$ cat config.mk
export PLATFORM = sky130hd
export DESIGN_NAME = pedf_top
export DESIGN_NICKNAME = d
export VERILOG_FILES = /design/src/pedf_pkg.sv /design/src/pedf_ack_if.sv /design/src/pedf_top.sv /design/src/pedf_ack_trk.sv
export VERILOG_INCLUDE_DIRS = /design/src /design/src/src
export SDC_FILE = /design/constraint.sdc
export NUM_CORES = 1
export LEC_CHECK = 0
export ABC_AREA = 0
export BUFFER_PORTS_ARGS = -buffer_cell sky130_fd_sc_hd__buf_4
export CORE_ASPECT_RATIO = 0.75
export CORE_MARGIN = 5
export CORE_UTILIZATION = 46
export DETAILED_ROUTE_END_ITERATION = 6
export PLACE_DENSITY = 0.69
export SYNTH_ARGS = -nofsm -noshare
export SYNTH_HDL_FRONTEND = slang
export SYNTH_SLANG_ARGS = --single-unit
$ cat constraint.sdc
create_clock -name pclk -period 6.5 [get_ports pclk]
set_input_delay 0.65 -clock pclk [delete_from_list [all_inputs] [get_ports pclk]]
set_output_delay 0.65 -clock pclk [all_outputs]
set_load 0.05 [all_outputs]
$ cat src/pedf_cfg.svh
// Offsets, field positions, reset values and counts for the port error-detect flag block.
`ifndef PEDF_CFG_SVH
`define PEDF_CFG_SVH

`define PEDF_OFF_FLAGS 8'h00
`define PEDF_OFF_ACKID 8'h04
`define PEDF_OFF_TMO 8'h08
`define PEDF_OFF_CAPT 8'h0c
`define PEDF_OFF_CAPV 8'h10
`define PEDF_OFF_ISTAT 8'h14
`define PEDF_OFF_ICLR 8'h18
`define PEDF_OFF_IEN 8'h1c
`define PEDF_OFF_CTRL 8'h20

`define PEDF_BIT_SEQ 12
`define PEDF_BIT_CRC 13
`define PEDF_BIT_SIZE 14
`define PEDF_BIT_RSEQ 26
`define PEDF_BIT_UNEXP 27
`define PEDF_BIT_FRAME 29
`define PEDF_BIT_STRAY 30
`define PEDF_BIT_TMO 31
`define PEDF_FLAG_MASK 32'hec007000

`define PEDF_RST_WORD 32'h0000_0000
`define PEDF_RST_TMO 24'h00_1000
`define PEDF_MAX_PKT_BYTES 12'h114
`define PEDF_ACKID_W 5
`define PEDF_TMO_W 24
`define PEDF_LEN_W 12

`endif

$ cat src/pedf_pkg.sv
// Types shared by the port error-detect flag block.
package pedf_pkg;
  typedef enum logic [2:0] {
    PEDF_IDLE = 3'b001,
    PEDF_WAIT_RSP = 3'b010,
    PEDF_HALT = 3'b100
  } pedf_rcv_state_t;
endpackage

$ cat src/pedf_ack_if.sv
// Signals between the register bank and the ackID tracker.
`timescale 1ns/100ps
`include "pedf_cfg.svh"
interface pedf_ack_if;
  logic tx_sent;
  logic ack_accepted;
  logic rsp_valid;
  logic [`PEDF_ACKID_W-1:0] rsp_ackid;
  logic sw_load;
  logic [`PEDF_ACKID_W-1:0] sw_ackid;
  logic recover_kick;
  logic [`PEDF_TMO_W-1:0] tmo_val;
  logic [`PEDF_ACKID_W-1:0] acked;
  logic [`PEDF_ACKID_W-1:0] next_tx;
  logic halted;
  logic awaiting;
  logic rsp_bad;
  logic ack_stray;
  logic tmo_exp;
  logic link_req;
  modport bank (output tx_sent, ack_accepted, rsp_valid, rsp_ackid, sw_load, sw_ackid,
    recover_kick, tmo_val, input acked, next_tx, halted, awaiting, rsp_bad, ack_stray,
    tmo_exp, link_req);
  modport trk (input tx_sent, ack_accepted, rsp_valid, rsp_ackid, sw_load, sw_ackid,
    recover_kick, tmo_val, output acked, next_tx, halted, awaiting, rsp_bad, ack_stray,
    tmo_exp, link_req);
endinterface

$ cat src/pedf_top.sv
// Port error-detect flag register bank with APB access, capture and interrupt.
//
// Design decisions made here: the register offsets and the APB register port.
`timescale 1ns/100ps
`include "pedf_cfg.svh"

// Function
// Set bit 12 when a received packet carries an unexpected ackID.
// Set bit 13 when a received packet fails CRC.
// Set bit 14 when a received packet exceeds 276 bytes.
// Set bit 26 when a link response names a non-outstanding ackID.
// On link-response mismatch, capture content is marked invalid.
// Recovery sends a link request to the partner.
// Partner answers with the ackID it expects next.
// Accepted acknowledge advances local ackID, readable in a status register.
// Mismatched ackIDs after recovery halt all transfers until realigned.
// Set bit 27 on a control symbol unexpected in current state.
// Set bit 29 on misaligned delimiter or undefined code-group.
// Delineation errors and timeouts leave capture registers unchanged.
// Set bit 30 on an unexpected acknowledge control symbol.
// Set bit 31 when acknowledge or link response times out.
// Flags stay set until written zero; writing one keeps; reset clears.
// Bits 15 to 25 and 28 read zero and ignore writes.
module pedf_top
  import pedf_pkg::*;
(
  input wire logic pclk,
  input wire logic presetn,
  input wire logic psel,
  input wire logic penable,
  input wire logic pwrite,
  input wire logic [7:0] paddr,
  input wire logic [31:0] pwdata,
  output logic [31:0] prdata,
  output logic pready,
  output logic pslverr,
  input wire logic rx_pkt_end,
  input wire logic rx_pkt_ackid_bad,
  input wire logic rx_pkt_crc_bad,
  input wire logic [`PEDF_LEN_W-1:0] rx_pkt_bytes,
  input wire logic [31:0] rx_pkt_info,
  input wire logic rx_symbol_unexpected,
  input wire logic rx_framing_bad,
  input wire logic rx_ack_unexpected,
  input wire logic tx_pkt_sent,
  input wire logic rx_ack_accepted,
  input wire logic rx_link_rsp,
  input wire logic [`PEDF_ACKID_W-1:0] rx_link_rsp_ackid,
  output logic link_req,
  output logic tx_halt,
  output logic [31:0] error_flags,
  output logic irq
);
  pedf_ack_if ai ();

  logic [31:0] flags_ff;
  logic [31:0] istat_ff;
  logic [31:0] ien_ff;
  logic [31:0] capt_ff;
  logic capv_ff;
  logic [`PEDF_TMO_W-1:0] tmo_ff;
  logic kick_ff;
  logic load_ff;
  logic [`PEDF_ACKID_W-1:0] load_val_ff;
  logic [31:0] prdata_ff;
  logic pready_ff;
  logic pslverr_ff;
  logic link_req_ff;
  logic tx_halt_ff;
  logic irq_ff;
  logic [31:0] ev;
  logic [31:0] nxt_flags;
  logic [31:0] nxt_rdata;
  logic nxt_err;
  logic wr;
  logic pkt_err;
  logic oversize;

  pedf_ack_trk u_trk (
    .pclk(pclk),
    .presetn(presetn),
    .t(ai.trk)
  );

  ////////////////////////////////////////////////////////////////////////////
  // Event collection.

  assign oversize = rx_pkt_end && (rx_pkt_bytes > `PEDF_MAX_PKT_BYTES);
  assign pkt_err = rx_pkt_ackid_bad || rx_pkt_crc_bad || oversize;

  always_comb begin
    ev = '0;
    ev[`PEDF_BIT_SEQ] = rx_pkt_ackid_bad;
    ev[`PEDF_BIT_CRC] = rx_pkt_crc_bad;
    ev[`PEDF_BIT_SIZE] = oversize;
    ev[`PEDF_BIT_RSEQ] = ai.rsp_bad;
    // A link response outside recovery is itself an out-of-state symbol.
    ev[`PEDF_BIT_UNEXP] = rx_symbol_unexpected || (rx_link_rsp && !ai.awaiting);
    ev[`PEDF_BIT_FRAME] = rx_framing_bad;
    ev[`PEDF_BIT_STRAY] = rx_ack_unexpected || ai.ack_stray;
    ev[`PEDF_BIT_TMO] = ai.tmo_exp;
  end

  assign ai.tx_sent = tx_pkt_sent;
  assign ai.ack_accepted = rx_ack_accepted;
  assign ai.rsp_valid = rx_link_rsp && ai.awaiting;
  assign ai.rsp_ackid = rx_link_rsp_ackid;
  assign ai.sw_load = load_ff;
  assign ai.sw_ackid = load_val_ff;
  assign ai.recover_kick = kick_ff;
  assign ai.tmo_val = tmo_ff;

  ////////////////////////////////////////////////////////////////////////////
  // APB slave: one wait state so read data comes from a flop.

  assign wr = psel && penable && pwrite && pready_ff;

  always_comb begin
    nxt_rdata = '0;
    nxt_err = 1'b0;
    case (paddr)
      `PEDF_OFF_FLAGS: nxt_rdata = flags_ff;
      `PEDF_OFF_ACKID: nxt_rdata = {15'h0000, ai.halted, 3'h0, ai.next_tx, 3'h0,
        ai.acked};
      `PEDF_OFF_TMO: nxt_rdata = {8'h00, tmo_ff};
      `PEDF_OFF_CAPT: nxt_rdata = capt_ff;
      `PEDF_OFF_CAPV: nxt_rdata = {31'h0000_0000, capv_ff};
      `PEDF_OFF_ISTAT: nxt_rdata = istat_ff;
      `PEDF_OFF_ICLR: nxt_rdata = '0;
      `PEDF_OFF_IEN: nxt_rdata = ien_ff;
      `PEDF_OFF_CTRL: nxt_rdata = '0;
      default: nxt_err = 1'b1;
    endcase
  end

  always_ff @(posedge pclk or negedge presetn) begin
    if (!presetn) begin
      pready_ff <= 1'b0;
      prdata_ff <= `PEDF_RST_WORD;
      pslverr_ff <= 1'b0;
    end else begin
      pready_ff <= psel && penable && !pready_ff;
      if (psel && penable && !pready_ff) begin
        prdata_ff <= pwrite ? '0 : nxt_rdata;
        pslverr_ff <= nxt_err;
      end else begin
        prdata_ff <= '0;
        pslverr_ff <= 1'b0;
      end
    end
  end

  ////////////////////////////////////////////////////////////////////////////
  // Error flags: write zero clears, write one keeps, a new event beats the clear.

  always_comb begin
    nxt_flags = flags_ff;
    if (wr && (paddr == `PEDF_OFF_FLAGS)) begin
      nxt_flags = flags_ff & pwdata;
    end
    nxt_flags = (nxt_flags | ev) & `PEDF_FLAG_MASK;
  end

  always_ff @(posedge pclk or negedge presetn) begin
    if (!presetn) begin
      flags_ff <= `PEDF_RST_WORD;
    end else begin
      flags_ff <= nxt_flags;
    end
  end

  ////////////////////////////////////////////////////////////////////////////
  // Capture of the offending packet; only packet errors hold valid content.

  always_ff @(posedge pclk or negedge presetn) begin
    if (!presetn) begin
      capt_ff <= `PEDF_RST_WORD;
      capv_ff <= 1'b0;
    // Framing errors and timeouts carry no packet, so the last packet error stays captured.
    end else if (pkt_err) begin
      capt_ff <= rx_pkt_info;
      capv_ff <= 1'b1;
    end else if (ai.rsp_bad) begin
      capv_ff <= 1'b0;
    end else if (wr && (paddr == `PEDF_OFF_CAPV) && !pwdata[0]) begin
      capv_ff <= 1'b0;
    end
  end

  ////////////////////////////////////////////////////////////////////////////
  // Control: timeout value, recovery kick and ackID realignment.

  always_ff @(posedge pclk or negedge presetn) begin
    if (!presetn) begin
      tmo_ff <= `PEDF_RST_TMO;
    end else if (wr && (paddr == `PEDF_OFF_TMO)) begin
      tmo_ff <= pwdata[`PEDF_TMO_W-1:0];
    end
  end

  always_ff @(posedge pclk or negedge presetn) begin
    if (!presetn) begin
      kick_ff <= 1'b0;
      load_ff <= 1'b0;
      load_val_ff <= '0;
    end else begin
      kick_ff <= wr && (paddr == `PEDF_OFF_CTRL) && pwdata[0];
      load_ff <= wr && (paddr == `PEDF_OFF_ACKID);
      if (wr && (paddr == `PEDF_OFF_ACKID)) begin
        load_val_ff <= pwdata[`PEDF_ACKID_W-1:0];
      end
    end
  end

  ////////////////////////////////////////////////////////////////////////////
  // Interrupt status, enable and clear.

  always_ff @(posedge pclk or negedge presetn) begin
    if (!presetn) begin
      istat_ff <= `PEDF_RST_WORD;
    end else if (wr && (paddr == `PEDF_OFF_ICLR)) begin
      istat_ff <= ((istat_ff & ~pwdata) | ev) & `PEDF_FLAG_MASK;
    end else begin
      istat_ff <= (istat_ff | ev) & `PEDF_FLAG_MASK;
    end
  end

  always_ff @(posedge pclk or negedge presetn) begin
    if (!presetn) begin
      ien_ff <= `PEDF_RST_WORD;
    end else if (wr && (paddr == `PEDF_OFF_IEN)) begin
      ien_ff <= pwdata & `PEDF_FLAG_MASK;
    end
  end

  always_ff @(posedge pclk or negedge presetn) begin
    if (!presetn) begin
      irq_ff <= 1'b0;
      link_req_ff <= 1'b0;
      tx_halt_ff <= 1'b0;
    end else begin
      irq_ff <= |(istat_ff & ien_ff);
      link_req_ff <= ai.link_req;
      tx_halt_ff <= ai.halted || ai.awaiting;
    end
  end

  assign prdata = prdata_ff;
  assign pready = pready_ff;
  assign pslverr = pslverr_ff;
  assign link_req = link_req_ff;
  assign tx_halt = tx_halt_ff;
  assign error_flags = flags_ff;
  assign irq = irq_ff;
endmodule

$ cat src/pedf_ack_trk.sv
// Transmit ackID tracking, recovery sequencing and acknowledge timeout.
`timescale 1ns/100ps
`include "pedf_cfg.svh"
module pedf_ack_trk
  import pedf_pkg::*;
(
  input wire logic pclk,
  input wire logic presetn,
  pedf_ack_if.trk t
);
  pedf_rcv_state_t st_ff;
  pedf_rcv_state_t nxt_st;
  logic [`PEDF_ACKID_W-1:0] acked_ff;
  logic [`PEDF_ACKID_W-1:0] next_ff;
  logic [`PEDF_TMO_W-1:0] cnt_ff;
  logic link_req_ff;
  logic [`PEDF_ACKID_W-1:0] outstanding;
  logic [`PEDF_ACKID_W-1:0] rsp_dist;
  logic rsp_bad;
  logic running;
  logic expire;

  assign outstanding = next_ff - acked_ff;
  assign rsp_dist = t.rsp_ackid - acked_ff;
  // The partner may only name an ackID from the oldest unacknowledged up to the next new one.
  assign rsp_bad = t.rsp_valid && (st_ff == PEDF_WAIT_RSP) && (rsp_dist > outstanding);
  assign running = (st_ff == PEDF_WAIT_RSP) || (outstanding != '0);
  assign expire = running && (t.tmo_val != '0) && (cnt_ff >= t.tmo_val - 1'b1);

  always_comb begin
    nxt_st = st_ff;
    case (st_ff)
      PEDF_IDLE: begin
        if (t.recover_kick) begin
          nxt_st = PEDF_WAIT_RSP;
        end
      end
      PEDF_WAIT_RSP: begin
        if (rsp_bad) begin
          nxt_st = PEDF_HALT;
        end else if (t.rsp_valid) begin
          nxt_st = PEDF_IDLE;
        end
      end
      PEDF_HALT: begin
        if (t.sw_load) begin
          nxt_st = PEDF_IDLE;
        end
      end
      default: nxt_st = PEDF_IDLE;
    endcase
  end

  always_ff @(posedge pclk or negedge presetn) begin
    if (!presetn) begin
      st_ff <= PEDF_IDLE;
    end else begin
      st_ff <= nxt_st;
    end
  end

  // A link request goes out on entry to recovery and again after each silent timeout.
  always_ff @(posedge pclk or negedge presetn) begin
    if (!presetn) begin
      link_req_ff <= 1'b0;
    end else begin
      link_req_ff <= ((st_ff == PEDF_IDLE) && t.recover_kick) ||
        ((st_ff == PEDF_WAIT_RSP) && expire && !t.rsp_valid);
    end
  end

  always_ff @(posedge pclk or negedge presetn) begin
    if (!presetn) begin
      acked_ff <= '0;
      next_ff <= '0;
    end else if (t.sw_load) begin
      acked_ff <= t.sw_ackid;
      next_ff <= t.sw_ackid;
    end else if (t.rsp_valid && (st_ff == PEDF_WAIT_RSP) && !rsp_bad) begin
      acked_ff <= t.rsp_ackid;
      next_ff <= t.rsp_ackid;
    end else begin
      if (t.ack_accepted && (outstanding != '0)) begin
        acked_ff <= acked_ff + 1'b1;
      end
      if (t.tx_sent && (st_ff == PEDF_IDLE)) begin
        next_ff <= next_ff + 1'b1;
      end
    end
  end

  always_ff @(posedge pclk or negedge presetn) begin
    if (!presetn) begin
      cnt_ff <= '0;
    end else if (!running || expire || t.ack_accepted || t.rsp_valid) begin
      cnt_ff <= '0;
    end else begin
      cnt_ff <= cnt_ff + 1'b1;
    end
  end

  assign t.acked = acked_ff;
  assign t.next_tx = next_ff;
  assign t.halted = (st_ff == PEDF_HALT);
  assign t.awaiting = (st_ff == PEDF_WAIT_RSP);
  assign t.rsp_bad = rsp_bad;
  assign t.ack_stray = t.ack_accepted && (outstanding == '0);
  assign t.tmo_exp = expire;
  assign t.link_req = link_req_ff;
endmodule

# After elaboration in Yosys (flattened, before gate mapping)
# Cells that the tools add are included.
# word_totals
in_bits,103
register_bits,187
memories,0
latchBits,0
output_inout_bits,69
ram_bits,0
romBits,0
elab_cells,125
# op_classes
eq_ne,14
n_bitwise,7
n_shift,0
div,0
multipliers,0
n_mux,22
add_sub_neg,6
magnitude_cmp,3
reduce_logical,53
# op_table
cell,n
$pmux W32 S7,1
$mux W32,4
$and A32 B32 Y32,3
$or A32 B32 Y32,3
$eq A8 B5 Y1 const B,4
$not A32 Y32,1
$reduce_or A32 Y1,1
$mux W5,6
$logic_and A1 B1 Y1,27
$add A24 B1 Y24 const B,1
$ge A24 B24 Y1,1
$mux W24,1
$reduce_bool A24 Y1,1
$sub A24 B1 Y24 const B,1
$eq A8 B4 Y1 const B,2
$gt A12 B9 Y1 const B,1
$mux W3,4
$add A5 B1 Y5 const B,2
$logic_or A1 B1 Y1,10
$sub A5 B5 Y5,2
$pmux W3 S3,1
$reduce_bool A3 Y1,3
$reduce_or A9 Y1,1
$eq A8 B3 Y1 const B,1
other kinds (14),23

# Depth between registers and ports, before layout
# Gate-level depths: netlist of run 1.
# depth
word_depth,9
depth_mapped,15
depth_no_buf,15

# Cells and area by module
# Synthesis of run 1 repeated with hierarchy kept, for this count alone.
# hier_totals
cells_unflattened,872
hier_area_um2,8967.4
# modules_own_cells
mod,area_per_inst_um2,cells_each,seq_area_each_um2,instances
pedf_top,5557.8,493,3129.3,1
pedf_ack_trk,3409.5,379,952.2,1

# Worst setup path before layout of run 1
# OpenSTA, ideal clock, no wires.
# synth_timing
path_kind,register -> register
startpoint,register tmo_ff[5] (netlist: ai.tmo_val[5])
endpoint,register u_trk.cnt_ff[15]
required_ns,6.380
n_path_buf,1
setup_slack_ns,2.338
arrival_time_ns,4.042
path_stages_with_launch,15
period_less_slack_ns,4.162
setup_ns,0.120
cell_sequence,dfrtp_1 or4_4 or3_4 or4_4 or3_4 nor3_2 xnor2_1 ha_1 nand4_1 nor4_1 and4_1 a221oi_1 a21o_1 clkbuf_2 and3_1
# synth_via
elab_chain_cells,7
word_cells_on_any_way,9
classes_between,1 x add/sub; 1 x order compare; 1 x mux; 6 x reduce/logical
# synth_lines
element,line,rtl
"start, declared",pedf_top.sv:61,logic [`PEDF_TMO_W-1:0] tmo_ff;
"start signal, assigned",pedf_top.sv:195,tmo_ff <= `PEDF_RST_TMO;
"start signal, assigned",pedf_top.sv:197,tmo_ff <= pwdata[`PEDF_TMO_W-1:0];
$sub A24 B1 Y24 / $reduce_bool A24 Y1 (equally long branches),pedf_ack_trk.sv:28,assign expire = running && (t.tmo_val != '0) && (cnt_ff >= t.tmo_val - 1'b1);
$ge A24 B24 Y1 / $logic_and A1 B1 Y1 (equally long branches),pedf_ack_trk.sv:28,
$logic_and A1 B1 Y1 (*),pedf_ack_trk.sv:28,
$logic_or A1 B1 Y1 (*) (3 in series),pedf_ack_trk.sv:95,end else if (!running || expire || t.ack_accepted || t.rsp_valid) begin
$mux W24 (*),pedf_ack_trk.sv:95,
"end signal, assigned",pedf_ack_trk.sv:98,cnt_ff <= cnt_ff + 1'b1;
"end, declared",pedf_ack_trk.sv:15,logic [`PEDF_TMO_W-1:0] cnt_ff;
# Mark *: on every way between the ends. The rest lies on a longest branch, timed or not.
# A chain may end at the register's enable or synchronous reset.

# Worst setup path in the final report of run 1
# layout_timing
startpoint,register tmo_ff[5] (netlist: ai.tmo_val[5])
endpoint,register u_trk.link_req_ff (netlist: u_trk.t.link_req)
# layout_via
elab_chain_cells,6
word_cells_on_any_way,8
classes_between,1 x add/sub; 1 x order compare; 6 x reduce/logical
# layout_lines
element,line,rtl
$sub A24 B1 Y24 / $reduce_bool A24 Y1 (equally long branches),pedf_ack_trk.sv:28,
$ge A24 B24 Y1 / $logic_and A1 B1 Y1 (equally long branches),pedf_ack_trk.sv:28,
$logic_and A1 B1 Y1 (*),pedf_ack_trk.sv:28,
$logic_and A1 B1 Y1 (*) (2 in series),pedf_ack_trk.sv:68,((st_ff == PEDF_WAIT_RSP) && expire && !t.rsp_valid);
$logic_or A1 B1 Y1 (*),pedf_ack_trk.sv:67,link_req_ff <= ((st_ff == PEDF_IDLE) && t.recover_kick) ||
"end signal, assigned",pedf_ack_trk.sv:67,
"end, declared",pedf_ack_trk.sv:16,logic link_req_ff;
# Marks and branches as above.

==> results of run 1 <==
[how the worst max path moves through the flow]
stage                  startpoint  slack, ns                to
finish              ai.tmo_val[5]       1.68  u_trk.t.link_req
global route        ai.tmo_val[5]       1.40  u_trk.t.link_req
CTS                 ai.tmo_val[5]       1.67  u_trk.t.link_req
detailed placement  ai.tmo_val[5]       1.73  u_trk.t.link_req
global placement    ai.tmo_val[5]       1.81  u_trk.t.link_req
floorplan           ai.tmo_val[5]       2.34  u_trk.cnt_ff[15]
[metrics by stage]
stage                     instances  setup WS, ns   util  hold slack, ns  cell area [um2]
final                          1196          1.68  0.566           0.269            10400
after global routing           1196          1.40  0.566           0.337            10400
after global placement         1164          1.81  0.533           0.385             9750
after CTS                      1196          1.67  0.566           0.302            10400
after floorplan                 813          2.34      -           0.331             8560
after detailed placement       1164          1.73  0.533           0.371             9750
[metal layers]
metal	global-route usage	vias to the layer above	wire length [um]
met5	0	-	0
met4	0.0515	0	340
met3	0.0489	27	1580
met2	0.303	228	9690
met1	0.314	3225	10200
li1	-	3101	-
[synth_stat cells (2+ instances only)]
master	instances	area, um2
a21o_1	13	97.6
or3_1	5	31.3
clkbuf_2	2	10.0
o21a_1	3	22.5
a31o_2	2	17.5
a211oi_1	4	30.0
dfstp_2	2	52.6
a21oi_1	34	170
a22oi_1	38	285
and2_1	4	25.0
nor2b_1	3	18.8
or4_4	2	22.5
or3_4	2	22.5
o21ai_0	23	115
nand2b_1	9	56.3
and4_1	2	17.5
ha_1	41	513
a31oi_1	4	25.0
xnor2_1	44	385
nand2_1	69	259
nor2_1	45	169
nand3b_1	2	15.0
fa_1	2	40.0
a21boi_0	2	15.0
inv_1	18	67.6
xor2_1	11	96.3
a222oi_1	2	20.0
clkbuf_1	18	67.6
nand3_1	17	85.1
dfrtp_1	161	4030
o311a_1	2	20.0
and3_1	36	225
nor3_1	23	115
nor4_1	5	31.3
mux2_2	69	777
a32oi_1	2	17.5
buf_4	24	180
nor3_2	3	30.0
o31ai_1	6	45.0
nand4_1	16	100
nor3b_1	2	15.0
or3b_2	2	17.5
buf_1	2	7.51
[final cells by class]
type	count	area (um2)	share of cell area
multi-input cells	586	4160	0.402
flip-flops and latches	163	4080	0.394
repair buffers	150	1130	0.109
clock buffers	18	439	0.0424
well taps	247	309	0.0298
clock inverters	14	166	0.0161
inverters	18	67.6	0.00652
[cell families (layout without fill, tap and decap cells)]
group                    count (synthesis)  count (layout)  share of synthesized area
AND/OR/NAND/NOR                        252             252                      0.153
flip-flops                             163             163                      0.482
AO/OA/AOI/OAI                          143             143                      0.112
multiplexers                            69              69                     0.0917
buffers and inverters                   64             200                     0.0393
XOR/XNOR                                55              55                     0.0568
adder cells (fa/ha/maj)                 43              43                     0.0652
other                                    1              24                   0.000442
[report_power, final]
part	switching, mW	leakage [nW]	internal, mW
logic	0.436	2.60	0.323
clock network	0.481	0.291	0.527
registers	0.0779	2.09	1.07
[registers in the layout, indices dropped and copies added (netlist names), 8 cells and up]
name and cells:
error_flags 8, u_trk.cnt_ff 24, capt_ff 32, ai.tmo_val 24, prdata 32, ien_ff 8
istat_ff 8
[worst max-delay path: cells and delay by family (launching register included)]
kind	cells	cell delay, ns
XOR/XNOR	1	0.09
adder cells (fa/ha/maj)	1	0.31
flip-flops	1	0.46
AND/OR/NAND/NOR	8	2.87
AO/OA/AOI/OAI	3	0.99
==> flow_metrics.env, run 1 <==
export IMPL_cts_tree="built"
export IMPL_vias=6581
export IMPL_r2r_slack_ns=1.68
export IMPL_routedWlPerCell_um=18.3
export IMPL_clock_skew_ns=0.0120
export IMPL_yosys_warnings=0
export IMPL_r2r_start="ai.tmo_val[5]"
export IMPL_htreeDepth=4
export IMPL_grtUsageTotal=0.208
export IMPL_root_buffer="clkbuf_16"
export IMPL_io_pins=172
export IMPL_ir_drop_uv=485
export IMPL_grt_pass1_wl_um=35200
export IMPL_syn_inst=790
export IMPL_seq_area_frac_synth=0.482
export IMPL_power_density_nw_per_um2=281
export IMPL_synth_edf_count=0
export IMPL_synth_flop_cell="dfrtp_1"
export IMPL_clockBufferDepth=2
export IMPL_path_cells="or4_4 > or3_4 > or4_4 > or3_4 > nor3_2 > xnor2_1 > ha_1 > nand4_1 > nor4_1 > and4_1 > a221oi_1 > a21o_1 > o32ai_1"
export IMPL_crit_type="reg -> reg"
export IMPL_grt_max_degree=83
export IMPL_drcViolationCount=0
export IMPL_initial_core_util=0.463
export IMPL_period_needed_ns=4.82
export IMPL_hold_buffers=0
export IMPL_syn2layout_area_growth_pct=22.2
export IMPL_hpwl_um=15700
export IMPL_fin_crit_sh=0.742
export IMPL_cts_resized=0
export IMPL_async_reset_ff_frac=1.00
export IMPL_hold_violations=0
export IMPL_die_height_um=128
export IMPL_fin_total_pwr_mw=2.91
export IMPL_antenna_found_initial=0
export IMPL_cts_buffers=17
export IMPL_layout_common_cells="dfrtp_1 (161), buf_4 (149), nand2_1 (69), mux2_2 (69), xnor2_1 (44)"
export IMPL_rows=43
export IMPL_wl_um=21800
export IMPL_rsz0062_at_grt="false"
export IMPL_post_cts_buffers=0
export IMPL_drive_gt1_frac=0.282
export IMPL_dr_pass1_iters=6
export IMPL_required_ns=6.83
export IMPL_cp_end_kind="flip-flop"
export IMPL_design_core_area_um2=18300
export IMPL_vias_per_cell=5.50
export IMPL_relSlewSlack=0.273
export IMPL_grt_pass1_vias=6536
export IMPL_timing_max_cap_violations=0
export IMPL_final_common_cell="dfrtp_1"
export IMPL_die_w_um=167
export IMPL_path_clk_slew_ns=0.07
export IMPL_rr_worst_depth=13
export IMPL_syn_avg_cell_area_um2=10.7
export IMPL_status="complete, no violations"
export IMPL_finalSetupTns_ns=0
export IMPL_maxSlewViolCount=0
export IMPL_ant_nets=0
export IMPL_nets=1082
export IMPL_setup_worst_path_start_class="flip-flop"
export IMPL_antenna_cells=0
export IMPL_slowest_stage="or4_4"
export IMPL_cts_sinks=163
export IMPL_crit_path_max_fanout=27
export IMPL_insertion_delay_ns=0.44
export IMPL_synth_distinct_cells=57
export IMPL_r2r_end="u_trk.t.link_req"
export IMPL_critPathMaxStageDelay_ns=0.58
export IMPL_min_path_type="in -> async"
export IMPL_synth_seq_cells=163
export IMPL_die_area_um2=21300
export IMPL_max_freq_mhz=207
export IMPL_n_fill_cell=1596
export IMPL_drt_first_iter_violations=533
export IMPL_worst_pin_slew_ns=1.08
export IMPL_synth_area_um2=8480
export IMPL_gr_total_overflow=0
export IMPL_cp_arrival_ns=5.15
export IMPL_power_leakage_nw=4.98
export IMPL_gp_congestion=0.861
export IMPL_numPortBuffers=144
export IMPL_final_setup_viol_count=0
(Power assumes the default switching activity.)
==> run 2: changes to the inputs <==
--- a/config.mk
+++ b/config.mk
@@ -6,13 +6,13 @@
 export SDC_FILE = /design/constraint.sdc
 export NUM_CORES = 1
 export LEC_CHECK = 0
-export ABC_AREA = 0
+export ABC_AREA = 1
 export BUFFER_PORTS_ARGS = -buffer_cell sky130_fd_sc_hd__buf_4
 export CORE_ASPECT_RATIO = 0.75
 export CORE_MARGIN = 5
 export CORE_UTILIZATION = 46
 export DETAILED_ROUTE_END_ITERATION = 6
-export PLACE_DENSITY = 0.69
+export PLACE_DENSITY = 0.68
 export SYNTH_ARGS = -nofsm -noshare
 export SYNTH_HDL_FRONTEND = slang
 export SYNTH_SLANG_ARGS = --single-unit
==> constraint.sdc (replaced) <==
create_clock -name pclk -period 4.65 [get_ports pclk]
set_input_delay 0.465 -clock pclk [delete_from_list [all_inputs] [get_ports pclk]]
set_output_delay 0.465 -clock pclk [all_outputs]
set_load 0.05 [all_outputs]
==> run 2 against run 1 <==
Net effect: setup slack got worse by 0.35 ns; first-iteration DRC count increased by 38%; combinational power increased by 21%; via count increased by 19%; sequential power increased by 37%; clock power increased by 36%; area after synthesis increased by 6.6%; synthesized cell count increased by 41%; die area increased by 6.1%; sequential share of layout area decreased by 1.7 points; largest cell class unchanged.
==> flow_metrics.env, run 2 <==
export IMPL_status="complete, no violations"
export IMPL_path_cells="nor3_1 > nand2_1 > inv_1 > nand4_2 > nor2_2 > nand2_1 > xor2_1 > ha_1 > nand2_1 > nor2_1 > nand4_1 > a21oi_1 > nor2_1 > nand2_1 > nand2_2 > nand2_4 > nor2_1"
export IMPL_period_needed_ns=3.33
export IMPL_power_leakage_nw=5.40
export IMPL_layout_common_cells="nand2_1 (305), dfrtp_1 (161), buf_4 (147)"
export IMPL_synth_area_leader_cell="dfrtp_1"
export IMPL_grtUsageTotal=0.227
export IMPL_numPortBuffers=144
export IMPL_root_buffer="clkbuf_16"
export IMPL_cts_resized=0
export IMPL_synthTopCellsByArea="dfrtp_1 (45%), nand2_1 (13%), ha_1 (5.7%)"
export IMPL_grt_pass1_wl_um=40800
export IMPL_finalSetupTns_ns=0
export IMPL_cp_common_cell="nand2_1"
export IMPL_gp_congestion=0.905
export IMPL_clock_skew_ns=0.0134
export IMPL_synth_most_common_cell="nand2_1"
export IMPL_path_clk_slew_ns=0.07
export IMPL_nets=1398
export IMPL_relSlewSlack=0.285
export IMPL_synth_top_area_share=0.446
export IMPL_syn2layout_area_growth_pct=19.7
export IMPL_grt_max_degree=86
export IMPL_critPathMaxStageDelay_ns=0.45
export IMPL_hold_violations=0
export IMPL_synth_area_um2=9030
export IMPL_antenna_found_initial=0
export IMPL_p_seq_frac=0.406
export IMPL_synth_flop_cell="dfrtp_1"
export IMPL_die_w_um=172
export IMPL_post_cts_buffers=0
export IMPL_comb_power_share=0.238
export IMPL_cts_sinks=163
export IMPL_die_area_um2=22600
export IMPL_design_core_area_um2=19300
export IMPL_r2r_end="u_trk.cnt_ff[23]"
export IMPL_timing_max_cap_violations=0
export IMPL_rows=44
export IMPL_hpwl_um=18500
export IMPL_synth_seq_cells=163
export IMPL_final_setup_viol_count=0
export IMPL_synth_edf_count=0
export IMPL_dr_pass1_iters=5
export IMPL_synth_common_cells="nand2_1 (305), dfrtp_1 (161), inv_1 (114)"
export IMPL_crit_path_max_fanout=24
export IMPL_worst_pin_slew_ns=1.07
export IMPL_r2r_start="ai.tmo_val[2]"
export IMPL_p_sw_mw=1.32
export IMPL_crit_buf_inv=1
export IMPL_insertion_delay_ns=0.44
export IMPL_crit_type="reg -> reg"
export IMPL_clockBufferDepth=2
export IMPL_yosys_warnings=0
export IMPL_seq_area_frac_synth=0.452
export IMPL_maxSlewViolCount=0
export IMPL_routedWlPerCell_um=16.6
export IMPL_swShare=0.342
export IMPL_synth_distinct_cells=48
export IMPL_initial_core_util=0.467
export IMPL_post_place_ws_ns=1.32
export IMPL_r2r_slack_ns=1.32
export IMPL_cp_arrival_ns=3.64
export IMPL_async_reset_ff_frac=1.00
export IMPL_drt_first_iter_violations=736
export IMPL_crit_family="simple AND/OR/NAND/NOR gates"
export IMPL_io_pins=172
export IMPL_min_path_type="in -> async"
export IMPL_max_freq_mhz=300
export IMPL_setup_worst_path_start_class="flip-flop"
export IMPL_grt_pass1_vias=7685
export IMPL_p_clk_frac=0.356
export IMPL_power_density_nw_per_um2=358
export IMPL_syn_inst=1111
export IMPL_drive_gt1_frac=0.183
export IMPL_drcViolationCount=0
export IMPL_die_height_um=131
export IMPL_cts_tree="built"
export IMPL_hold_buffers=0
export IMPL_cp_end_kind="flip-flop"
export IMPL_rr_worst_depth=17
export IMPL_cts_buffers=17
export IMPL_syn_avg_cell_area_um2=8.13
export IMPL_vias=7836
export IMPL_slowest_stage="dfrtp_1"
export IMPL_fin_crit_sh=0.716
export IMPL_fin_ws_ns=1.32
export IMPL_rsz0062_at_grt="false"
export IMPL_antenna_cells=0
export IMPL_gr_total_overflow=0
export IMPL_ir_drop_uv=248
export IMPL_wl_um=25100
export IMPL_intPower_mw=2.54
export IMPL_htreeDepth=4
export IMPL_ant_nets=0
export IMPL_required_ns=4.96
export IMPL_final_common_cell="nand2_1"
export IMPL_vias_per_cell=5.16
-- run 2: changes by cell type after synthesis, sizes merged, moves of 35 or more --
cell   before  now
mux2       69    3
nor2       45  101
a22oi      38    0
nand2      69  311
xnor2      44    7
inv        18  120
and3       36    1
nand3      17   74
o21ai      23   61
-- run 2: how the worst max path moves through the flow --
stage                         startpoint               end  slack [ns]  depth (start not counted)
finish                     ai.tmo_val[2]  u_trk.cnt_ff[23]        1.32                         17
detailed placement  rx_link_rsp_ackid[0]  u_trk.t.acked[3]        1.32                         20
CTS                        ai.tmo_val[2]  u_trk.cnt_ff[23]        1.32                         17
floorplan           rx_link_rsp_ackid[0]  u_trk.t.acked[1]        1.83                         19
global placement           ai.tmo_val[2]  u_trk.cnt_ff[23]        1.38                         17
global route               ai.tmo_val[2]  u_trk.cnt_ff[23]        0.95                         17
-- run 2: layout make-up --
type                    instances  area, um2
repair buffers                149       1130
inverters                     122        458
clock buffers                  17        425
fillers                      1820       8510
flip-flops and latches        163       4080
well taps                     253        317
clock inverters                15        138
multi-input cells             799       4260
-- run 2: cell families after synthesis --
| kind of cell | Yosys count | synth area share |
|---|---|---|
| xor+xnor | 49 | 0.0475 |
| buf+inv | 172 | 0.0869 |
| fa+ha+maj | 43 | 0.0612 |
| flops | 163 | 0.452 |
| compound gates | 140 | 0.0857 |
| simple gates | 540 | 0.263 |
| other cells | 1 | 0.000415 |
| mux | 3 | 0.00374 |
-- run 2: layer usage --
| metal | up-vias | part of all wire | GRT usage |
|---|---|---|---|
| li1 | 3841 | - | - |
| met1 | 3686 | 0.47 | 0.340 |
| met2 | 286 | 0.43 | 0.327 |
| met3 | 23 | 0.086 | 0.0658 |
| met4 | 0 | 0.012 | 0.0528 |
| met5 | - | 0 | 0 |
-- run 2: worst reg2reg max path, stage by stage (launching register included) --
cell and delay [ns]:
dfrtp_1 0.45, nor3_1 0.32, nand2_1 0.24, inv_1 0.13, nand4_2 0.14, nor2_2 0.19, nand2_1 0.08, xor2_1 0.15
ha_1 0.29, nand2_1 0.07, nor2_1 0.15, nand4_1 0.16, a21oi_1 0.15, nor2_1 0.05, nand2_1 0.11, nand2_2 0.10
nand2_4 0.33, nor2_1 0.10
-- run 2: power groups by stage --
| stage | Sequential (mW) | Clock [mW] | Combinational [mW] |
|---|---|---|---|
| after floorplan | 1.57 | 0 | 0.683 |
| after global placement | 1.60 | 0 | 0.900 |
| after detailed placement | 1.59 | 0 | 0.916 |
| after CTS | 1.57 | 1.39 | 0.922 |
| after global routing | 1.58 | 1.45 | 1.07 |
| final | 1.57 | 1.37 | 0.920 |
-- run 2: per-stage QoR --
stage | util | power (mW) | hold WS (ns) | std cells | instance area (um2)
2_1_floorplan | - | 2.26 | 0.169 | 1134 | 9120
3_3_place_gp | 0.530 | 2.50 | 0.338 | 1486 | 10200
3_5_place_dp | 0.530 | 2.51 | 0.346 | 1486 | 10200
4_1_cts | 0.559 | 3.88 | 0.125 | 1518 | 10800
5_1_grt | 0.559 | 4.10 | 0.171 | 1518 | 10800
6_report | 0.559 | 3.86 | 0.104 | 1518 | 10800
==> run 3: changes to the inputs <==
--- a/config.mk
+++ b/config.mk
@@ -12,7 +12,7 @@
 export CORE_MARGIN = 5
 export CORE_UTILIZATION = 46
 export DETAILED_ROUTE_END_ITERATION = 6
-export PLACE_DENSITY = 0.68
+export PLACE_DENSITY = 0.71
 export SYNTH_ARGS = -nofsm -noshare
 export SYNTH_HDL_FRONTEND = slang
 export SYNTH_SLANG_ARGS = --single-unit
==> constraint.sdc (replaced) <==
create_clock -name pclk -period 3.05 [get_ports pclk]
set_input_delay 0.305 -clock pclk [delete_from_list [all_inputs] [get_ports pclk]]
set_output_delay 0.305 -clock pclk [all_outputs]
set_load 0.05 [all_outputs]
==> run 3 against run 2 <==
Net effect: critical path depth did not move; critical path type unchanged; sequential power grew 52%; largest cell class unchanged; clock power up 61%; count of clock-buffer cells in the layout is the same; largest power group unchanged; global-route usage up 0.14 points.
==> flow_metrics.env, run 3 (synthesis results as in run 2) <==
export IMPL_antenna_found_initial=0
export IMPL_worst_pin_slew_ns=0.738
export IMPL_crit_family="simple AND/OR/NAND/NOR gates"
export IMPL_clockBufferDepth=2
export IMPL_ant_nets=0
export IMPL_die_w_um=172
export IMPL_die_height_um=131
export IMPL_regArea_um2=4080
export IMPL_required_ns=3.38
export IMPL_crit_type="reg -> reg"
export IMPL_cts_buffers=17
export IMPL_finalSetupTns_ns=0
export IMPL_dp_cells=1514
export IMPL_fin_crit_sh=0.951
export IMPL_gr_total_overflow=0
export IMPL_cts_tree="built"
export IMPL_fin_ws_ns=0.150
export IMPL_path_clk_slew_ns=0.08
export IMPL_insertion_delay_ns=0.45
export IMPL_drt_first_iter_violations=657
export IMPL_cts_sinks=163
export IMPL_post_place_ws_ns=-0.0332
export IMPL_layout_common_cells="nand2_1 (300), buf_4 (177), dfrtp_1 (159)"
export IMPL_ir_drop_uv=623
export IMPL_path_cells="ha_4 > inv_2 > fa_2 > a21o_1 > a21oi_2 > xor2_2 > ha_4 > nand2_2 > inv_1 > nand2_1 > nand3_2 > nand2_4 > nand2_4 > nand3_1 > nand2_1 > nor2_1 > nor2_1"
export IMPL_period_needed_ns=2.90
export IMPL_syn2layout_area_growth_pct=25.8
export IMPL_numPortBuffers=144
export IMPL_layout_cells_non_filler=1556
export IMPL_antenna_cells=0
export IMPL_cp_end_kind="flip-flop"
export IMPL_crit_path_max_fanout=6
export IMPL_crit_buf_inv=2
export IMPL_hold_violations=0
export IMPL_cp_arrival_ns=3.23
export IMPL_nets=1436
export IMPL_grt_pass1_vias=7885
export IMPL_vias=8062
export IMPL_slowest_stage="dfrtp_2"
export IMPL_max_freq_mhz=345
export IMPL_routedWlPerCell_um=16.4
export IMPL_die_area_um2=22600
export IMPL_grt_max_degree=77
export IMPL_dr_pass1_iters=5
export IMPL_htreeDepth=4
export IMPL_final_setup_viol_count=0
export IMPL_vias_per_cell=5.18
export IMPL_min_path_type="in -> reg"
export IMPL_io_pins=172
export IMPL_rows=44
export IMPL_hold_ws_ns=0.0482
export IMPL_timing_max_cap_violations=0
export IMPL_n_fill_cell=1741
export IMPL_design_core_area_um2=19300
export IMPL_root_buffer="clkbuf_16"
export IMPL_grt_pass1_wl_um=41200
export IMPL_final_common_cell="nand2_1"
export IMPL_clock_skew_ns=0.0184
export IMPL_drive_gt1_frac=0.228
export IMPL_power_leakage_nw=5.68
export IMPL_initial_core_util=0.467
export IMPL_maxSlewViolCount=0
export IMPL_multi_input_area_um2=4420
export IMPL_status="complete, no violations"
export IMPL_relSlewSlack=0.508
export IMPL_wl_um=25500
export IMPL_setup_worst_path_start_class="flip-flop"
export IMPL_gp_congestion=0.932
export IMPL_drcViolationCount=0
export IMPL_grtUsageTotal=0.229
export IMPL_hpwl_um=19100
export IMPL_rsz0062_at_grt="true"
export IMPL_critPathMaxStageDelay_ns=0.44
export IMPL_power_density_nw_per_um2=567
[run 3: final timing paths]
check                                endpoint  slack [ns]              from  cells after the start
min in group asynchronous    u_trk.cnt_ff[10]        0.47           presetn                      2
min reg2reg                          link_req        0.37  u_trk.t.link_req                      0
max reg2reg                u_trk.t.next_tx[0]        0.15  u_trk.t.acked[0]                     17
min                               capt_ff[27]        0.05   rx_pkt_info[27]                      3
max in group asynchronous    u_trk.t.acked[0]        1.85           presetn                      3
max                        u_trk.t.next_tx[0]        0.15  u_trk.t.acked[0]                     17
[run 3: per-layer routing]
layer	vias up	GRT usage	part of all wire
li1	3916	-	-
met1	3834	0.347	0.47
met2	288	0.335	0.44
met3	24	0.0480	0.075
met4	0	0.0563	0.013
met5	-	0	0
[run 3: cell type report]
| cell class | instances | share of cell area |
|---|---|---|
| Sequential cell | 163 | 0.359 |
| Clock buffer | 17 | 0.0374 |
| Tap cell | 253 | 0.0279 |
| Clock inverter | 15 | 0.0157 |
| Multi-Input combinational cell | 799 | 0.389 |
| Timing Repair Buffer | 187 | 0.131 |
| Inverter | 122 | 0.0403 |
[run 3: timing repair]
action / CTS / global route
buffers inserted: 0 / 9
pin swaps: 0 / 13
gates resized for setup: 3 / 41
hold buffers: 1 / 0
endpoints found under the setup margin: 27 / 38
endpoints found under the hold margin: 72 / 0
[run 3: power by group]
part / switching [mW] / internal (mW) / total, mW
clock network: 1.02 / 1.18 / 2.20
registers: 0.121 / 2.27 / 2.39
logic: 1.08 / 0.773 / 1.85
[run 3: worst reg2reg max path, cell delays in order (launching register included)]
cell and delay (ns):
dfrtp_2 0.44, ha_4 0.15, inv_2 0.04, fa_2 0.39
a21o_1 0.18, a21oi_2 0.19, xor2_2 0.20, ha_4 0.23
nand2_2 0.08, inv_1 0.04, nand2_1 0.08, nand3_2 0.10
nand2_4 0.13, nand2_4 0.07, nand3_1 0.21, nand2_1 0.08
nor2_1 0.14, nor2_1 0.05
[run 3: stage by stage]
step            util  power (mW)  cell area (um2)
6_report       0.588        6.44            11400
5_1_grt        0.588        6.77            11400
4_1_cts        0.576        6.09            11100
3_5_place_dp   0.544        3.89            10500
3_3_place_gp   0.544        3.85            10500
2_1_floorplan      -        3.44             9120
